## config.mk

```make
export PLATFORM = sky130hd
export DESIGN_NAME = ltt_timer
export DESIGN_NICKNAME = d
export VERILOG_FILES = /design/src/verilog/ltt_pkg.sv /design/src/verilog/ltt_capture_sync.sv /design/src/verilog/ltt_prescaler.sv /design/src/verilog/ltt_timer.sv
export SDC_FILE = /design/constraint.sdc
export NUM_CORES = 1
export LEC_CHECK = 0
export BUFFER_PORTS_ARGS = -buffer_cell sky130_fd_sc_hd__buf_2
export CAP_MARGIN = 25
export CORE_UTILIZATION = 30
export CTS_CLUSTER_DIAMETER = 200
export DETAILED_ROUTE_END_ITERATION = 8
export MAX_ROUTING_LAYER = met4
export SYNTH_ARGS = -nofsm -noshare
export SYNTH_HDL_FRONTEND = slang
export SYNTH_SLANG_ARGS = --single-unit
```

## constraint.sdc

```tcl
create_clock -name aclk -period 3.3 [get_ports aclk]
set_clock_uncertainty 0.15 [all_clocks]
set_input_delay 0.66 -clock aclk [delete_from_list [all_inputs] [get_ports aclk]]
set_output_delay 0.66 -clock aclk [all_outputs]
set_load 0.03 [all_outputs]
```

## src/verilog/ltt_pkg.sv

```systemverilog
package ltt_pkg;

  // ****************************************
  // register byte addresses
  // ****************************************
  localparam logic [5:0] LTT_OFS_CSR2   = 6'h20;
  localparam logic [5:0] LTT_OFS_RELOAD = 6'h24;
  localparam logic [5:0] LTT_OFS_CNT2   = 6'h28;
  localparam logic [5:0] LTT_OFS_CSR1   = 6'h2c;
  localparam logic [5:0] LTT_OFS_CAPT   = 6'h30;
  localparam logic [5:0] LTT_OFS_CTRL   = 6'h34;

  // ****************************************
  // field positions
  // ****************************************
  localparam int LTT_CSR2_FLAG_BIT   = 0;
  localparam int LTT_CSR2_IEN_BIT    = 1;
  localparam int LTT_CSR1_T1F_BIT    = 3;
  localparam int LTT_CSR1_T1IE_BIT   = 4;
  localparam int LTT_CSR1_DBL_BIT    = 5;
  localparam int LTT_CSR1_CAPF_BIT   = 6;
  localparam int LTT_CSR1_CAPIE_BIT  = 7;
  localparam int LTT_CTRL_HALT_BIT   = 0;

  // ****************************************
  // reset values and counts
  // ****************************************
  localparam logic [7:0] LTT_RST_BYTE   = 8'h00;
  localparam logic [7:0] LTT_CNT1_LAST  = 8'hf9;
  localparam logic [7:0] LTT_CNT2_LAST  = 8'hff;
  localparam int         LTT_PRESCALE   = 32;
  localparam logic [4:0] LTT_PRE_LAST   = 5'(LTT_PRESCALE - 1);

  // axi response codes
  localparam logic [1:0] LTT_RESP_OKAY   = 2'h0;
  localparam logic [1:0] LTT_RESP_SLVERR = 2'h2;

  typedef enum logic [1:0] {LTT_W_IDLE, LTT_W_RESP} ltt_wstate_t;

endpackage

```

## src/verilog/ltt_capture_sync.sv

```systemverilog
`timescale 1ns/10ps
// brings the capture pin into the clock domain and reports any edge
module ltt_capture_sync
(
  // clock and reset
  input  wire logic aclk,
  input  wire logic aresetn,
  // pin
  input  wire logic capture_pin,
  // edge pulse
  output logic      edge_seen
);
  import ltt_pkg::*;

  logic meta_r;
  logic sync_r;
  logic last_r;

  // two-stage synchroniser; only sync_r reads meta_r
  always_ff @(posedge aclk)
  begin
    if (!aresetn)
    begin
      meta_r <= 1'b0;
      sync_r <= 1'b0;
      last_r <= 1'b0;
    end
    else
    begin
      meta_r <= capture_pin;
      sync_r <= meta_r;
      last_r <= sync_r;
    end
  end

  // both polarities count
  assign edge_seen = sync_r ^ last_r;

endmodule

```

## src/verilog/ltt_prescaler.sv

```systemverilog
`timescale 1ns/10ps
// divides the bus clock by the prescale figure, yields a one-cycle tick
module ltt_prescaler
(
  // clock and reset
  input  wire logic aclk,
  input  wire logic aresetn,
  // control
  input  wire logic halt,
  // tick out
  output logic      tick
);
  import ltt_pkg::*;

  logic [4:0] div_r;

  // count continuously unless halted
  always_ff @(posedge aclk)
  begin
    if (!aresetn)
      div_r <= 5'h00;
    else if (!halt)
      div_r <= (div_r == LTT_PRE_LAST) ? 5'h00 : div_r + 5'h01;
  end

  assign tick = !halt && (div_r == LTT_PRE_LAST);

endmodule

```

## src/verilog/ltt_timer.sv

```systemverilog
`timescale 1ns/10ps
// Summary of operation
// - counter 1 is internal, eight bits, never readable or writable by software
// - counter 1 starts at zero after reset, advances once per prescaled tick
// - counter 1 overflows wrapping from f9 to 00, 250 states per period
// - period-double bit makes counter 1 overflows twice as far apart
// - counter 1 overflow sets tick-1 flag, irq when tick-1 enable set
// - reading the first control/status register clears tick-1 flag
// - counter 2 readable, starts from reload value after reset, prescaled
// - counter 2 overflows wrapping from ff, then reloads the reload value
// - reload writes take effect only at the next counter 2 overflow
// - counter 2 overflow sets tick-2 flag, irq when tick-2 enable set
// - reading the second control/status register clears tick-2 flag
// - any edge on capture pin while capture flag clear copies counter 1 into capture register
// - each capture sets capture flag, irq when capture enable set
// - reading capture register clears capture flag; register is read-only
// - while capture flag set, further edges leave capture register alone
// - halt stops both counters; slow and wait modes have no effect
// - each event drives its own irq line, gated by its enable
// - second status register: bit 1 tick-2 enable, bit 0 tick-2 flag
// - software writes to the tick-2 flag bit change nothing
// - reload register is an eight-bit read/write field
module ltt_timer
(
  // clock and reset
  input  wire logic        aclk,
  input  wire logic        aresetn,
  // axi4-lite write address
  input  wire logic        s_axi_awvalid,
  output logic             s_axi_awready,
  input  wire logic [5:0]  s_axi_awaddr,
  // axi4-lite write data
  input  wire logic        s_axi_wvalid,
  output logic             s_axi_wready,
  input  wire logic [31:0] s_axi_wdata,
  input  wire logic [3:0]  s_axi_wstrb,
  // axi4-lite write response
  output logic             s_axi_bvalid,
  input  wire logic        s_axi_bready,
  output logic [1:0]       s_axi_bresp,
  // axi4-lite read address
  input  wire logic        s_axi_arvalid,
  output logic             s_axi_arready,
  input  wire logic [5:0]  s_axi_araddr,
  // axi4-lite read data
  output logic             s_axi_rvalid,
  input  wire logic        s_axi_rready,
  output logic [31:0]      s_axi_rdata,
  output logic [1:0]       s_axi_rresp,
  // capture pin
  input  wire logic        capture_pin,
  // interrupt request lines
  output logic             tick1_irq,
  output logic             tick2_irq,
  output logic             capture_irq
);
  import ltt_pkg::*;

  // ****************************************
  // state, submodules and address decode
  // ****************************************
  logic [7:0]  cnt1_r;
  logic        half_r;
  logic [7:0]  counter2_value_r;
  logic [7:0]  counter2_reload_r;
  logic [7:0]  capture_value_r;
  logic        tick1_flag_r;
  logic        tick2_flag_r;
  logic        capture_flag_r;
  logic        tick1_irq_en_r;
  logic        tick2_irq_en_r;
  logic        capture_irq_en_r;
  logic        period_double_sel_r;
  logic        halt_r;
  logic        aw_got_r;
  logic        w_got_r;
  logic [5:0]  awaddr_r;
  logic [31:0] wdata_r;
  logic [3:0]  wstrb_r;
  ltt_wstate_t wstate_r;

  logic tick;
  logic cap_edge;
  logic cnt1_wrap;
  logic tick1_set;
  logic tick2_set;
  logic capture_set;
  logic rd_fire;
  logic wr_do;
  logic rd_csr1;
  logic rd_csr2;
  logic rd_capt;

  ltt_prescaler u_pre
  (
    .aclk    (aclk),
    .aresetn (aresetn),
    .halt    (halt_r),
    .tick    (tick)
  );

  ltt_capture_sync u_sync
  (
    .aclk        (aclk),
    .aresetn     (aresetn),
    .capture_pin (capture_pin),
    .edge_seen   (cap_edge)
  );

  // word-aligned compare; low two address bits ignored
  function automatic logic hit(input logic [5:0] a, input logic [5:0] ofs);
    hit = (a[5:2] == ofs[5:2]);
  endfunction

  function automatic logic mapped(input logic [5:0] a);
    mapped = hit(a, LTT_OFS_CSR2) || hit(a, LTT_OFS_RELOAD) || hit(a, LTT_OFS_CNT2) ||
             hit(a, LTT_OFS_CSR1) || hit(a, LTT_OFS_CAPT) || hit(a, LTT_OFS_CTRL);
  endfunction

  assign rd_fire = s_axi_arvalid && s_axi_arready;
  assign rd_csr1 = rd_fire && hit(s_axi_araddr, LTT_OFS_CSR1);
  assign rd_csr2 = rd_fire && hit(s_axi_araddr, LTT_OFS_CSR2);
  assign rd_capt = rd_fire && hit(s_axi_araddr, LTT_OFS_CAPT);
  assign wr_do   = aw_got_r && w_got_r && (wstate_r == LTT_W_IDLE);

  // ****************************************
  // timebase counters
  // ****************************************
  // hidden from the map; no decode reaches it
  assign cnt1_wrap = tick && (cnt1_r == LTT_CNT1_LAST);
  // with doubling, only every second wrap counts as an overflow
  assign tick1_set = cnt1_wrap && (!period_double_sel_r || half_r);

  always_ff @(posedge aclk)
  begin
    if (!aresetn)
      cnt1_r <= LTT_RST_BYTE;
    else if (cnt1_wrap)
      cnt1_r <= 8'h00;
    else if (tick)
      cnt1_r <= cnt1_r + 8'h01;
  end

  // half-period toggle for the doubled period
  always_ff @(posedge aclk)
  begin
    if (!aresetn)
      half_r <= 1'b0;
    else if (cnt1_wrap)
      half_r <= period_double_sel_r ? !half_r : 1'b0;
  end

  assign tick2_set = tick && (counter2_value_r == LTT_CNT2_LAST);

  // reset takes the reload reset value, which is also zero
  always_ff @(posedge aclk)
  begin
    if (!aresetn)
      counter2_value_r <= LTT_RST_BYTE;
    else if (tick2_set)
      counter2_value_r <= counter2_reload_r;
    else if (tick)
      counter2_value_r <= counter2_value_r + 8'h01;
  end

  // ****************************************
  // capture and event flags
  // ****************************************
  assign capture_set = cap_edge && !capture_flag_r;

  always_ff @(posedge aclk)
  begin
    if (!aresetn)
      capture_value_r <= LTT_RST_BYTE;
    else if (capture_set)
      capture_value_r <= cnt1_r;
  end

  // event flags: a hardware set beats a clearing read in the same cycle
  always_ff @(posedge aclk)
  begin
    if (!aresetn)
      tick1_flag_r <= 1'b0;
    else if (tick1_set)
      tick1_flag_r <= 1'b1;
    else if (rd_csr1)
      tick1_flag_r <= 1'b0;
  end

  always_ff @(posedge aclk)
  begin
    if (!aresetn)
      tick2_flag_r <= 1'b0;
    else if (tick2_set)
      tick2_flag_r <= 1'b1;
    else if (rd_csr2)
      tick2_flag_r <= 1'b0;
  end

  always_ff @(posedge aclk)
  begin
    if (!aresetn)
      capture_flag_r <= 1'b0;
    else if (capture_set)
      capture_flag_r <= 1'b1;
    else if (rd_capt)
      capture_flag_r <= 1'b0;
  end

  // ****************************************
  // software-written control and interrupt lines
  // ****************************************
  // flag bits are never written; upper unused bits are dropped
  always_ff @(posedge aclk)
  begin
    if (!aresetn)
    begin
      counter2_reload_r   <= LTT_RST_BYTE;
      tick1_irq_en_r      <= 1'b0;
      tick2_irq_en_r      <= 1'b0;
      capture_irq_en_r    <= 1'b0;
      period_double_sel_r <= 1'b0;
      halt_r              <= 1'b0;
    end
    else if (wr_do && wstrb_r[0])
    begin
      if (hit(awaddr_r, LTT_OFS_RELOAD))
        counter2_reload_r <= wdata_r[7:0];
      if (hit(awaddr_r, LTT_OFS_CSR2))
        tick2_irq_en_r <= wdata_r[LTT_CSR2_IEN_BIT];
      if (hit(awaddr_r, LTT_OFS_CSR1))
      begin
        tick1_irq_en_r      <= wdata_r[LTT_CSR1_T1IE_BIT];
        period_double_sel_r <= wdata_r[LTT_CSR1_DBL_BIT];
        capture_irq_en_r    <= wdata_r[LTT_CSR1_CAPIE_BIT];
      end
      if (hit(awaddr_r, LTT_OFS_CTRL))
        halt_r <= wdata_r[LTT_CTRL_HALT_BIT];
    end
  end

  // registered, one line each; the cpu's global mask sits outside this block
  always_ff @(posedge aclk)
  begin
    if (!aresetn)
    begin
      tick1_irq   <= 1'b0;
      tick2_irq   <= 1'b0;
      capture_irq <= 1'b0;
    end
    else
    begin
      tick1_irq   <= tick1_flag_r && tick1_irq_en_r;
      tick2_irq   <= tick2_flag_r && tick2_irq_en_r;
      capture_irq <= capture_flag_r && capture_irq_en_r;
    end
  end

  // ****************************************
  // axi4-lite slave channels
  // ****************************************
  // address and data taken in either order, held until response done
  always_ff @(posedge aclk)
  begin
    if (!aresetn)
    begin
      aw_got_r      <= 1'b0;
      w_got_r       <= 1'b0;
      awaddr_r      <= 6'h00;
      wdata_r       <= 32'h0000_0000;
      wstrb_r       <= 4'h0;
      s_axi_awready <= 1'b1;
      s_axi_wready  <= 1'b1;
    end
    else if (wstate_r == LTT_W_RESP && s_axi_bready)
    begin
      aw_got_r      <= 1'b0;
      w_got_r       <= 1'b0;
      s_axi_awready <= 1'b1;
      s_axi_wready  <= 1'b1;
    end
    else
    begin
      if (s_axi_awvalid && s_axi_awready)
      begin
        aw_got_r      <= 1'b1;
        awaddr_r      <= s_axi_awaddr;
        s_axi_awready <= 1'b0;
      end
      if (s_axi_wvalid && s_axi_wready)
      begin
        w_got_r      <= 1'b1;
        wdata_r      <= s_axi_wdata;
        wstrb_r      <= s_axi_wstrb;
        s_axi_wready <= 1'b0;
      end
    end
  end

  // response follows the cycle in which both halves are held
  always_ff @(posedge aclk)
  begin
    if (!aresetn)
    begin
      wstate_r     <= LTT_W_IDLE;
      s_axi_bvalid <= 1'b0;
      s_axi_bresp  <= LTT_RESP_OKAY;
    end
    else
    begin
      unique case (wstate_r)
        LTT_W_IDLE:
          if (wr_do)
          begin
            wstate_r     <= LTT_W_RESP;
            s_axi_bvalid <= 1'b1;
            s_axi_bresp  <= mapped(awaddr_r) ? LTT_RESP_OKAY : LTT_RESP_SLVERR;
          end
        LTT_W_RESP:
          if (s_axi_bready)
          begin
            wstate_r     <= LTT_W_IDLE;
            s_axi_bvalid <= 1'b0;
          end
      endcase
    end
  end

  // data captured at the address handshake, so a clearing read returns
  // the flag as it stood before the clear
  always_ff @(posedge aclk)
  begin
    if (!aresetn)
    begin
      s_axi_arready <= 1'b1;
      s_axi_rvalid  <= 1'b0;
      s_axi_rdata   <= 32'h0000_0000;
      s_axi_rresp   <= LTT_RESP_OKAY;
    end
    else if (rd_fire)
    begin
      s_axi_arready <= 1'b0;
      s_axi_rvalid  <= 1'b1;
      s_axi_rresp   <= mapped(s_axi_araddr) ? LTT_RESP_OKAY : LTT_RESP_SLVERR;
      s_axi_rdata   <= 32'h0000_0000;
      if (hit(s_axi_araddr, LTT_OFS_CSR2))
        s_axi_rdata[1:0] <= {tick2_irq_en_r, tick2_flag_r};
      if (hit(s_axi_araddr, LTT_OFS_RELOAD))
        s_axi_rdata[7:0] <= counter2_reload_r;
      if (hit(s_axi_araddr, LTT_OFS_CNT2))
        s_axi_rdata[7:0] <= counter2_value_r;
      if (hit(s_axi_araddr, LTT_OFS_CSR1))
        s_axi_rdata[7:0] <= {capture_irq_en_r, capture_flag_r, period_double_sel_r,
                             tick1_irq_en_r, tick1_flag_r, 3'b000};
      if (hit(s_axi_araddr, LTT_OFS_CAPT))
        s_axi_rdata[7:0] <= capture_value_r;
      if (hit(s_axi_araddr, LTT_OFS_CTRL))
        s_axi_rdata[0] <= halt_r;
    end
    else if (s_axi_rvalid && s_axi_rready)
    begin
      s_axi_rvalid  <= 1'b0;
      s_axi_arready <= 1'b1;
    end
  end

endmodule
```

==> results of run 1 <==
==> final cells by class <==
class                      count  area share
clock inverter                 3     0.00961
inverter                       6     0.00540
tap                          143      0.0429
clock buffer                  12      0.0591
multi-input combinational    300       0.435
timing repair buffer          44      0.0540
sequential                    82       0.394
==> power breakdown <==
group	total [mW]	leakage, nW	internal (mW)	switching, mW
clock	0.976	0.142	0.600	0.376
sequential	1.04	0.666	1.02	0.0245
combinational	0.178	0.836	0.0532	0.125
total	2.20	1.64	1.67	0.525
==> metrics by stage <==
| stage | setup WS (ns) | hold WS (ns) |
|---|---|---|
| after floorplan | 1.10 | 0.262 |
| after global placement | 0.927 | 0.294 |
| after global routing | 0.725 | 0.315 |
| final | 0.877 | 0.302 |
| after CTS | 0.882 | 0.304 |
| after detailed placement | 0.883 | 0.282 |
==> critical path, cell delays in order, from the launching register on <==
cell,delay [ns]
dfxtp_1,0.37
ha_1,0.20
and3_1,0.17
ha_1,0.30
nand2b_2,0.23
or4_4,0.61
mux2i_1,0.17
a21oi_1,0.08
==> worst max path at each step <==
stage | start | to | slack, ns | cells past startpoint
finish | u_pre.div_r[0] | counter2_value_r[1] | 0.88 | 7
CTS | u_pre.div_r[0] | counter2_value_r[1] | 0.88 | 7
global route | u_pre.div_r[0] | counter2_value_r[4] | 0.73 | 6
global placement | u_pre.div_r[0] | counter2_value_r[1] | 0.93 | 7
detailed placement | u_pre.div_r[0] | counter2_value_r[1] | 0.88 | 7
floorplan | u_pre.div_r[0] | counter2_value_r[1] | 1.10 | 8
==> cells in the final DEF (no fill, tap or decap), types with 2 or more instances in the layout <==
master	netlist	routed
and2_1	4	4
a31oi_1	4	4
nor3_1	10	10
nand2_1	31	31
dfxtp_1	82	82
or3_1	2	2
buf_2	1	42
conb_1	1	26
xor2_1	2	2
and3_1	7	7
a211oi_1	2	2
nand3b_1	5	5
a21oi_1	26	26
mux2i_1	36	36
nor4bb_1	2	2
clkbuf_16	0	9
o22ai_1	8	8
nor4_1	4	4
nand2b_1	5	5
ha_1	5	5
inv_1	5	5
clkinv_2	0	2
nand3_1	11	11
nor2b_1	4	4
clkbuf_1	18	2
xnor2_1	6	6
o21ai_0	23	23
a22oi_1	7	7
nor2_1	51	51
buf_4	26	2
nor4_4	2	2
==> cell usage after synthesis, types with 2 or more instances <==
cell type,count,share of area
a211oi_1,2,0.0041
a21oi_1,26,0.036
a22oi_1,7,0.014
a31oi_1,4,0.0068
and2_1,4,0.0068
and3_1,7,0.012
buf_4,26,0.053
clkbuf_1,18,0.018
dfxtp_1,82,0.45
ha_1,5,0.017
inv_1,5,0.0051
mux2i_1,36,0.098
nand2_1,31,0.032
nand2b_1,5,0.0085
nand3_1,11,0.015
nand3b_1,5,0.010
nor2_1,51,0.052
nor2b_1,4,0.0068
nor3_1,10,0.014
nor4_1,4,0.0068
nor4_4,2,0.012
nor4bb_1,2,0.0055
o21ai_0,23,0.031
o22ai_1,8,0.014
or3_1,2,0.0034
xnor2_1,6,0.014
xor2_1,2,0.0048
==> sequential cells by signal (all words and copies together) (netlist names), 4 cells and up <==
signal and flops:
awaddr_r 4, capture_value_r 8, cnt1_r 8, counter2_reload_r 8, counter2_value_r 8, s_axi_rdata 8, u_pre.div_r 5, wdata_r 8
==> routing by layer <==
layer	GRT usage	wire (µm)	vias to the layer above
met3	0.0410	410	13
met1	0.169	3720	1336
met2	0.215	3540	78
li1	-	-	1451
met5	-	0	-
met4	0.0569	155	0
==> kinds of logic after synthesis <==
kind of cell             after synthesis
flip-flops                            82
other                                  1
XOR/XNOR                               8
AND/OR/NAND/NOR                      149
AO/OA/AOI/OAI                         76
multiplexers                          36
adder cells (fa/ha/maj)                5
buffers and inverters                 52
==> flow_summary_export.csv, run 1 <==
group,metric,value,unit
pwr,max-vdd-ir-drop,0.269,mV
global_routing,overflow,0,
final_layout,utilization,0.357,
cts,cts-resized-gates,0,
critical_path,critPathLaunchType,"flop",
global_routing,grt_pass1_vias,2735,
critical_path,ff2ff_setup_slack,0.88,ns
logic_synthesis,yosys.area_share.simple,0.215,
logic_synthesis,ys.flop_type,"dfxtp_1",
cts,postCtsSetupBuffers,0,
final_layout,ff_latch_area,1640,µm²
logic_synthesis,avgSynthCellArea,8.95,µm²
logic_synthesis,synth_top_family_by_area,"simple AND/OR/NAND/NOR gates",
critical_path,crit_type,"flop to flop",
global_routing,grt_util_all_layers,0.139,
pwr,p_leak,1.64,nW
final_layout,num-fill-cells,1189,
cts,path_clk_slew,0.06,ns
logic_synthesis,yosysWarnings,0,
cts,cts_inserted_buffers,9,
die,die_w,112,µm
placement,hpwlAfterDp,5.61,mm
final_layout,multi_input_area,1810,µm²
timing,rsz0062_at_grt,"no",
final_layout,layout.nets,504,
placement,place_area,3880,µm²
pwr,total_power,2.20,mW
timing,drv_slew,0,
detailed_routing,drc,0,
final_layout,antenna-diode-count,0,
die,pin_count,100,
die,num_rows,39,
logic_synthesis,seq_area_frac_synth,0.448,
final_layout,area_growth,13.8,%
placement,dpl.cell_count,575,
final_layout,stdcell_count,590,
hold_path,hold_path_end,"u_sync.sync_r",
flow_run,max_cap_violations,0,
logic_synthesis,ys_ff_latch,82,
final_layout,drive_above_1_share,0.148,
cts,cts_tree,"done",
timing,setup_violations,0,
detailed_routing,vias,2878,
cts,clock-sinks,82,
critical_path,critical_path_peak_fanout,11,
hold_path,hold_start,"u_sync.meta_r",
critical_path,crit_required,3.33,ns
timing,finalHoldViolCount,0,
detailed_routing,drt-pass1-iter-count,4,
critical_path,r2r-end,"counter2_value_r[1]",
logic_synthesis,netlist_area,3660,µm²
timing,tns,0,ns
logic_synthesis,synth-xor-area-share,0.0191,
global_routing,grt_max_degree,36,
logic_synthesis,async_reset_ff_frac,0,
cts,cts_buffer_depth,2,
logic_synthesis,synth_compound_area_frac,0.119,
die,chipHeight,112,µm
pwr,cellPowerDensity,527,nW/µm²
detailed_routing,routed_wirelength,7.83,mm
cts,root_buffer,"clkbuf_16",
global_routing,grt_pass1_wl,13.3,mm
detailed_routing,dr.first_iter.drc_count,166,
detailed_routing,vias_per_cell,4.88,
logic_synthesis,ys_types,48,
logic_synthesis,synth_mux_area_frac,0.0984,
critical_path,rr_startpoint,"u_pre.div_r[0]",
die,start_util,0.314,
timing,period_share,0.734,
placement,io_buffers,42,
timing,worst_pin_slew,0.724,ns
logic_synthesis,synth_cells,409,
die,coreArea,11700,µm²
die,dieArea,12700,µm²
hold_path,min_path_type,"flop to flop",
logic_synthesis,synthAdderAreaFrac,0.0171,
critical_path,reg2regPathDepth,7,
logic_synthesis,synth_edf_count,0,
final_layout,fin_area,4170,µm²
run_status,status,"completed",
cts,clk_latency,0.34,ns
hold_path,hold_depth,1,
timing,fmax,413,MHz
cts,h-tree-depth,3,
detailed_routing,post_drt_wl_per_cell,13.3,µm
critical_path,worstPathArrival,2.46,ns
timing,slew_headroom,0.516,
cts,hold_buffers,0,
critical_path,end_kind,"flop",
detailed_routing,ant_nets,0,
timing,finalCriticalPeriod,2.42,ns
placement,place_congestion,0.867,
global_routing,antenna_found_initial,0,
(Power assumes the default switching activity.)
==> inputs of run 2 (changes only) <==
Clock period 3.3 ns to 2 ns, I/O delays scaled along.
==> run 2 against run 1 <==
  * Critical endpoint unchanged
  * Power increased by 78%
  * Utilization increased by 2.1 points
  * Final cell count increased by 3.1%
  * Clock power increased by 93%
  * Register-to-register slack got worse by 0.88 ns
  * Sequential power increased by 65%
  * Die area unchanged
  * Combinational power increased by 71%
  * Via count increased by 2.8%
  * Fmax increased by 21%
  * Cell area increased by 5.9%
==> flow_summary_export.csv, run 2 (same netlist as run 1, synthesis figures left out) <==
group,metric,value,unit
detailed_routing,vias_per_cell,4.87,
final_layout,final_cell_mix,"80 x dfxtp_1, 51 x nor2_1, 42 x buf_2",
cts,clock-sinks,82,
detailed_routing,vias,2958,
final_layout,multi_input_area,1850,µm²
final_layout,fin_area,4410,µm²
final_layout,antenna-diode-count,0,
critical_path,critPathLaunchType,"flop",
timing,drv_slew,0,
die,num_rows,39,
final_layout,layout.nets,522,
global_routing,grt_max_degree,42,
critical_path,critical_path_peak_fanout,7,
detailed_routing,routed_wirelength,7.82,mm
global_routing,antenna_found_initial,0,
final_layout,utilization,0.379,
cts,h-tree-depth,3,
timing,worst_slack,0.00129,ns
final_layout,ff_latch_area,1650,µm²
timing,slew_headroom,0.634,
final_layout,drive_above_1_share,0.198,
timing,rsz0062_at_grt,"yes",
flow_run,max_cap_violations,0,
final_layout,final_common_cell,"dfxtp_1",
placement,io_buffers,42,
pwr,p_leak,1.75,nW
critical_path,end_kind,"flop",
hold_path,min_path_type,"input pin to flop",
timing,setup_violations,0,
final_layout,num-fill-cells,1158,
die,chipHeight,112,µm
detailed_routing,ant_nets,0,
detailed_routing,drc,0,
timing,finalHoldViolCount,0,
pwr,max-vdd-ir-drop,0.457,mV
timing,period_share,0.999,
run_status,status,"completed",
die,coreArea,11700,µm²
cts,clk_latency,0.34,ns
final_layout,area_growth,20.5,%
die,dieArea,12700,µm²
detailed_routing,drt-pass1-iter-count,4,
placement,hpwlAfterDp,5.71,mm
global_routing,overflow,0,
placement,place_congestion,0.827,
cts,root_buffer,"clkbuf_16",
die,pin_count,100,
global_routing,grt_pass1_vias,2634,
global_routing,grt_pass1_wl,12.7,mm
timing,finalCriticalPeriod,2.00,ns
critical_path,worstPathArrival,2.08,ns
pwr,cellPowerDensity,885,nW/µm²
cts,path_clk_slew,0.06,ns
cts,cts_tree,"done",
die,die_w,112,µm
critical_path,crit_type,"flop to flop",
cts,hold_buffers,0,
detailed_routing,post_drt_wl_per_cell,12.9,µm
final_layout,stdcell_count,608,
critical_path,ff2ff_setup_slack,0.001,ns
detailed_routing,dr.first_iter.drc_count,134,
placement,preCtsSetupSlack,-0.0304,ns
timing,hold_ws,0.126,ns
timing,fmax,500,MHz
timing,worst_pin_slew,0.547,ns
placement,dpl.cell_count,585,
critical_path,crit_required,2.08,ns
global_routing,grt_util_all_layers,0.133,
cts,cts_buffer_depth,2,
placement,place_area,4000,µm²
cts,cts_inserted_buffers,9,
die,start_util,0.314,
-- run 2: changes by cell type in the layout (fill, tap and decap cells not counted), sizes merged --
cell / previous run / this run
clkinv: 2 / 1
buf: 44 / 62
clkinvlp: 0 / 1
inv: 6 / 7
bufinv: 1 / 3
clkbuf: 12 / 9
-- run 2: layout make-up --
type / instances / area share
Timing Repair Buffer: 62 / 0.0845
Sequential cell: 82 / 0.374
Multi-Input combinational cell: 300 / 0.419
Tap cell: 143 / 0.0405
Clock buffer: 9 / 0.0510
Inverter: 6 / 0.00510
Clock inverter: 6 / 0.0261
-- run 2: path summary, 6_finish.rpt --
kind | from | endpoint | depth (start not counted)
worst min-delay path | s_axi_wvalid | s_axi_wready | 2
worst min register to register | u_sync.meta_r | u_sync.sync_r | 1
worst max-delay path | u_pre.div_r[0] | counter2_value_r[1] | 7
worst max register to register | u_pre.div_r[0] | counter2_value_r[1] | 7
-- run 2: through the flow --
step / setup TNS, ns / power [mW]
floorplan: 0 / 2.01
global placement: 0 / 2.05
detailed placement: -0.0765 / 2.06
CTS: 0 / 3.96
global route: -0.189 / 4.06
finish: 0 / 3.90
-- run 2: repair_timing --
action                                  in CTS  in global routing
endpoints found under the setup margin       8                 16
hold endpoints to repair                     0                  0
resized for setup                            1                  4
pin swaps                                    0                  6
setup buffers                                0                  8
-- run 2: metal layers --
layer | wire, µm | up-vias | global-route usage
met1 | 3750 | 1381 | 0.170
met5 | 0 | - | -
li1 | - | 1480 | -
met2 | 3530 | 82 | 0.195
met3 | 423 | 15 | 0.0437
met4 | 121 | 0 | 0.0507
-- run 2: report_power, final --
part           internal [mW]  switching (mW)
clock network           1.22           0.661
logic                 0.0973           0.206
registers               1.68          0.0426
-- run 2: critical path, cell delays in order, from the launching register on --
cell	delay [ns]
dfxtp_4	0.37
ha_4	0.14
and3_4	0.19
ha_4	0.14
nand2b_4	0.09
or4_4	0.57
mux2i_1	0.17
a21oi_1	0.08
==> inputs of run 3 (changes only) <==
Settings changed: CORE_UTILIZATION 30 to 47, PLACE_DENSITY from default to 0.75, SYNTH_HIERARCHICAL from default to 1.
==> run 3 against run 2 <==
  * The flow now finishes with violations (setup timing)
  * Sequential cell count unchanged
  * Hold slack lost 0.017 ns
  * Combinational power increased by 4%
  * Sequential power hardly changed
  * Utilization is 19 points higher
  * Setup slack got worse by 0.0085 ns
  * Final cell count decreased by 6.4%
  * Synthesized cell count shrank 0.49%
  * Sequential share of layout area about the same
  * First-iteration DRC count is 13% higher
  * Register-to-register slack barely moved
  * Clock power fell by 23%
  * Critical endpoint is now counter2_value_r[7]
==> flow_summary_export.csv, run 3 <==
group,metric,value,unit
run_status,status,"finished, violations left",
run_status,violations,"setup timing",
critical_path,slowest_delay,0.34,ns
final_layout,final_cell_mix,"80 x dfxtp_1, 42 x buf_2, 37 x nand2_1",
global_routing,grt_util_all_layers,0.207,
pwr,clock_power_share,0.417,
die,coreArea,7730,µm²
die,pin_count,100,
logic_synthesis,seq_area_frac_synth,0.437,
final_layout,num-fill-cells,688,
pwr,switching_share,0.236,
die,start_util,0.486,
critical_path,path_cells,"ha_4, and3_4, ha_4, and2b_2, and3_4, buf_4, and4_4, nor3b_1, o21a_1",
hold_path,min_path_type,"input pin to flop",
detailed_routing,drc,0,
logic_synthesis,netlist_top_cells_area,"dfxtp_1 44%, mux2i_1 8.5%, buf_4 5.2%",
die,chipHeight,91.4,µm
critical_path,worstPathBufferInverterCount,1,
detailed_routing,wl_met2,4.00,mm
logic_synthesis,ys.flop_type,"dfxtp_1",
logic_synthesis,synth_top_cell_area_share,0.437,
logic_synthesis,avgSynthCellArea,9.23,µm²
die,die_w,91.4,µm
die,dieArea,8360,µm²
cts,h-tree-depth,3,
critical_path,cpMaxStageDelayCell,"dfxtp_2",
logic_synthesis,synth_common_cells,"82 x dfxtp_1, 37 x nand2_1, 32 x mux2i_1",
pwr,pwr-share-seq,0.493,
final_layout,final_common_cell,"dfxtp_1",
logic_synthesis,synth_cells,407,
timing,slew_headroom,0.644,
critical_path,crit_type,"flop to flop",
timing,setup_violations,1,
global_routing,grt_pass1_wl,13.3,mm
placement,place_congestion,0.878,
logic_synthesis,synth_edf_count,0,
cts,path_clk_slew,0.08,ns
hold_path,hold_start,"s_axi_wvalid",
logic_synthesis,synth.most_common_cell,"dfxtp_1",
critical_path,end_kind,"flop",
hold_path,hold_depth,2,
detailed_routing,dr.first_iter.drc_count,151,
timing,finalCriticalPeriod,2.01,ns
timing,hold_ws,0.110,ns
logic_synthesis,async_reset_ff_frac,0,
cts,cts_buffer_depth,2,
cts,clock-sinks,82,
critical_path,reg2regPathDepth,9,
detailed_routing,vias_per_cell,5.27,
flow_run,max_cap_violations,0,
final_layout,ff_latch_area,1640,µm²
detailed_routing,routed_wirelength,8.07,mm
detailed_routing,top_layer_used,"met4",
critical_path,ff2ff_setup_slack,-0.007,ns
pwr,internal-power,2.65,mW
global_routing,grt_max_degree,31,
final_layout,antenna-diode-count,0,
global_routing,overflow,0,
pwr,total_power,3.47,mW
global_routing,antenna_found_initial,0,
logic_synthesis,yosysTopAreaCell,"dfxtp_1",
timing,rsz0062_at_grt,"yes",
critical_path,path_delay_family,"simple AND/OR/NAND/NOR gates",
final_layout,drive_above_1_share,0.210,
cts,clk_latency,0.35,ns
detailed_routing,ant_nets,0,
timing,worst_pin_slew,0.532,ns
detailed_routing,post_drt_wl_per_cell,14.2,µm
pwr,p_leak,1.74,nW
detailed_routing,drt-pass1-iter-count,5,
critical_path,crit_required,2.09,ns
detailed_routing,vias,2998,
pwr,max-vdd-ir-drop,0.322,mV
timing,worst_slack,-0.00725,ns
critical_path,r2r-end,"counter2_value_r[7]",
critical_path,critPathLaunchType,"flop",
cts,root_buffer,"clkbuf_8",
critical_path,rr_startpoint,"u_pre/div_r[0]",
logic_synthesis,ys_types,54,
hold_path,hold_path_end,"s_axi_wready",
timing,drv_slew,0,
timing,finalHoldViolCount,0,
final_layout,area_growth,17.0,%
detailed_routing,wl_met1,3.61,mm
detailed_routing,dr_wl_met3,290,µm
timing,period_share,1.00,
cts,cts_inserted_buffers,9,
logic_synthesis,yosysWarnings,6,
critical_path,critical_path_peak_fanout,3,
final_layout,layout.nets,524,
timing,fmax,498,MHz
placement,hpwlAfterDp,5.75,mm
cts,cts_tree,"done",
pwr,power.share.combinational,0.091,
pwr,cellPowerDensity,789,nW/µm²
pwr,power_switching,0.821,mW
die,num_rows,32,
placement,io_buffers,42,
final_layout,multi_input_area,1970,µm²
logic_synthesis,ys_ff_latch,82,
global_routing,grt_pass1_vias,2816,
logic_synthesis,netlist_area,3760,µm²
critical_path,worstPathArrival,2.10,ns
run 3: changes by cell type in the layout (fill, tap and decap cells not counted), moves of 6 or more:
cell | before | now
nor2_1 | 51 | 20
nor2b_1 | 4 | 30
clkbuf_8 | 0 | 10
a21boi_0 | 1 | 10
clkbuf_16 | 9 | 0
a21oi_1 | 26 | 18
nand2_1 | 30 | 37
nor3_1 | 10 | 3
a22oi_1 | 7 | 1
nand3_1 | 11 | 5
o21ai_0 | 23 | 17
o22ai_1 | 8 | 2
run 3: cell families after synthesis:
family                   synth area share
AND/OR/NAND/NOR                     0.216
AO/OA/AOI/OAI                       0.145
flip-flops                          0.437
buffers and inverters              0.0822
multiplexers                       0.0852
adder cells (fa/ha/maj)            0.0200
XOR/XNOR                           0.0140
other                            0.000998
run 3: power by group through the flow:
| stage | Sequential (mW) | Clock (mW) | Combinational [mW] |
|---|---|---|---|
| 4_1_cts | 1.71 | 1.47 | 0.314 |
| 2_1_floorplan | 1.76 | 0 | 0.242 |
| 3_5_place_dp | 1.75 | 0 | 0.312 |
| 5_1_grt | 1.72 | 1.55 | 0.345 |
| 3_3_place_gp | 1.74 | 0 | 0.306 |
| 6_report | 1.71 | 1.45 | 0.315 |
run 3: routing by layer:
layer	GRT usage	vias up
li1	-	1483
met1	0.249	1421
met2	0.342	79
met3	0.0335	15
met4	0.0913	0
met5	-	-
run 3: worst reg2reg max path: stages, from the launching register on:
cell and delay, ns:
dfxtp_2 0.34, ha_4 0.16, and3_4 0.18, ha_4 0.15, and2b_2 0.20, and3_4 0.15, buf_4 0.13, and4_4 0.14
nor3b_1 0.13, o21a_1 0.17
run 3: final cells by class:
class                      count  share of cell area
multi-input combinational    297               0.448
sequential                    82               0.374
timing repair buffer          64              0.0871
clock buffer                  12              0.0330
tap                          102              0.0290
clock inverter                 4              0.0225
inverter                       8             0.00683
run 3: through the flow:
stage                     instance area (µm²)   TNS, ns  utilization  worst slack (ns)  instances
final                                    4400  -0.00725        0.569          -0.00725        569
after global routing                     4400     -1.12        0.569            -0.101        569
after global placement                   4100    -0.234        0.531           -0.0654        551
after CTS                                4350   -0.0375        0.563           -0.0344        567
after detailed placement                 4100    -0.586        0.531            -0.104        551
after floorplan                          3910   -0.0395            -           -0.0210        432
run 3: worst max-delay path by stage:
stage / from / slack, ns / end / depth (start not counted)
floorplan: u_pre/div_r[0] / -0.02 / counter2_value_r[5] / 10
global placement: u_pre/div_r[1] / -0.07 / counter2_value_r[5] / 9
detailed placement: u_pre/div_r[1] / -0.10 / counter2_value_r[4] / 9
CTS: u_pre/div_r[0] / -0.03 / counter2_value_r[7] / 9
global route: u_pre/div_r[1] / -0.10 / cnt1_r[0] / 9
finish: u_pre/div_r[0] / -0.007 / counter2_value_r[7] / 9
run 3: timing repair:
action | in CTS | in global routing
pin swaps | 1 | 3
setup endpoints to repair | 12 | 17
buffers inserted | 0 | 2
gates resized for setup | 3 | 10
hold buffers | 0 | 0
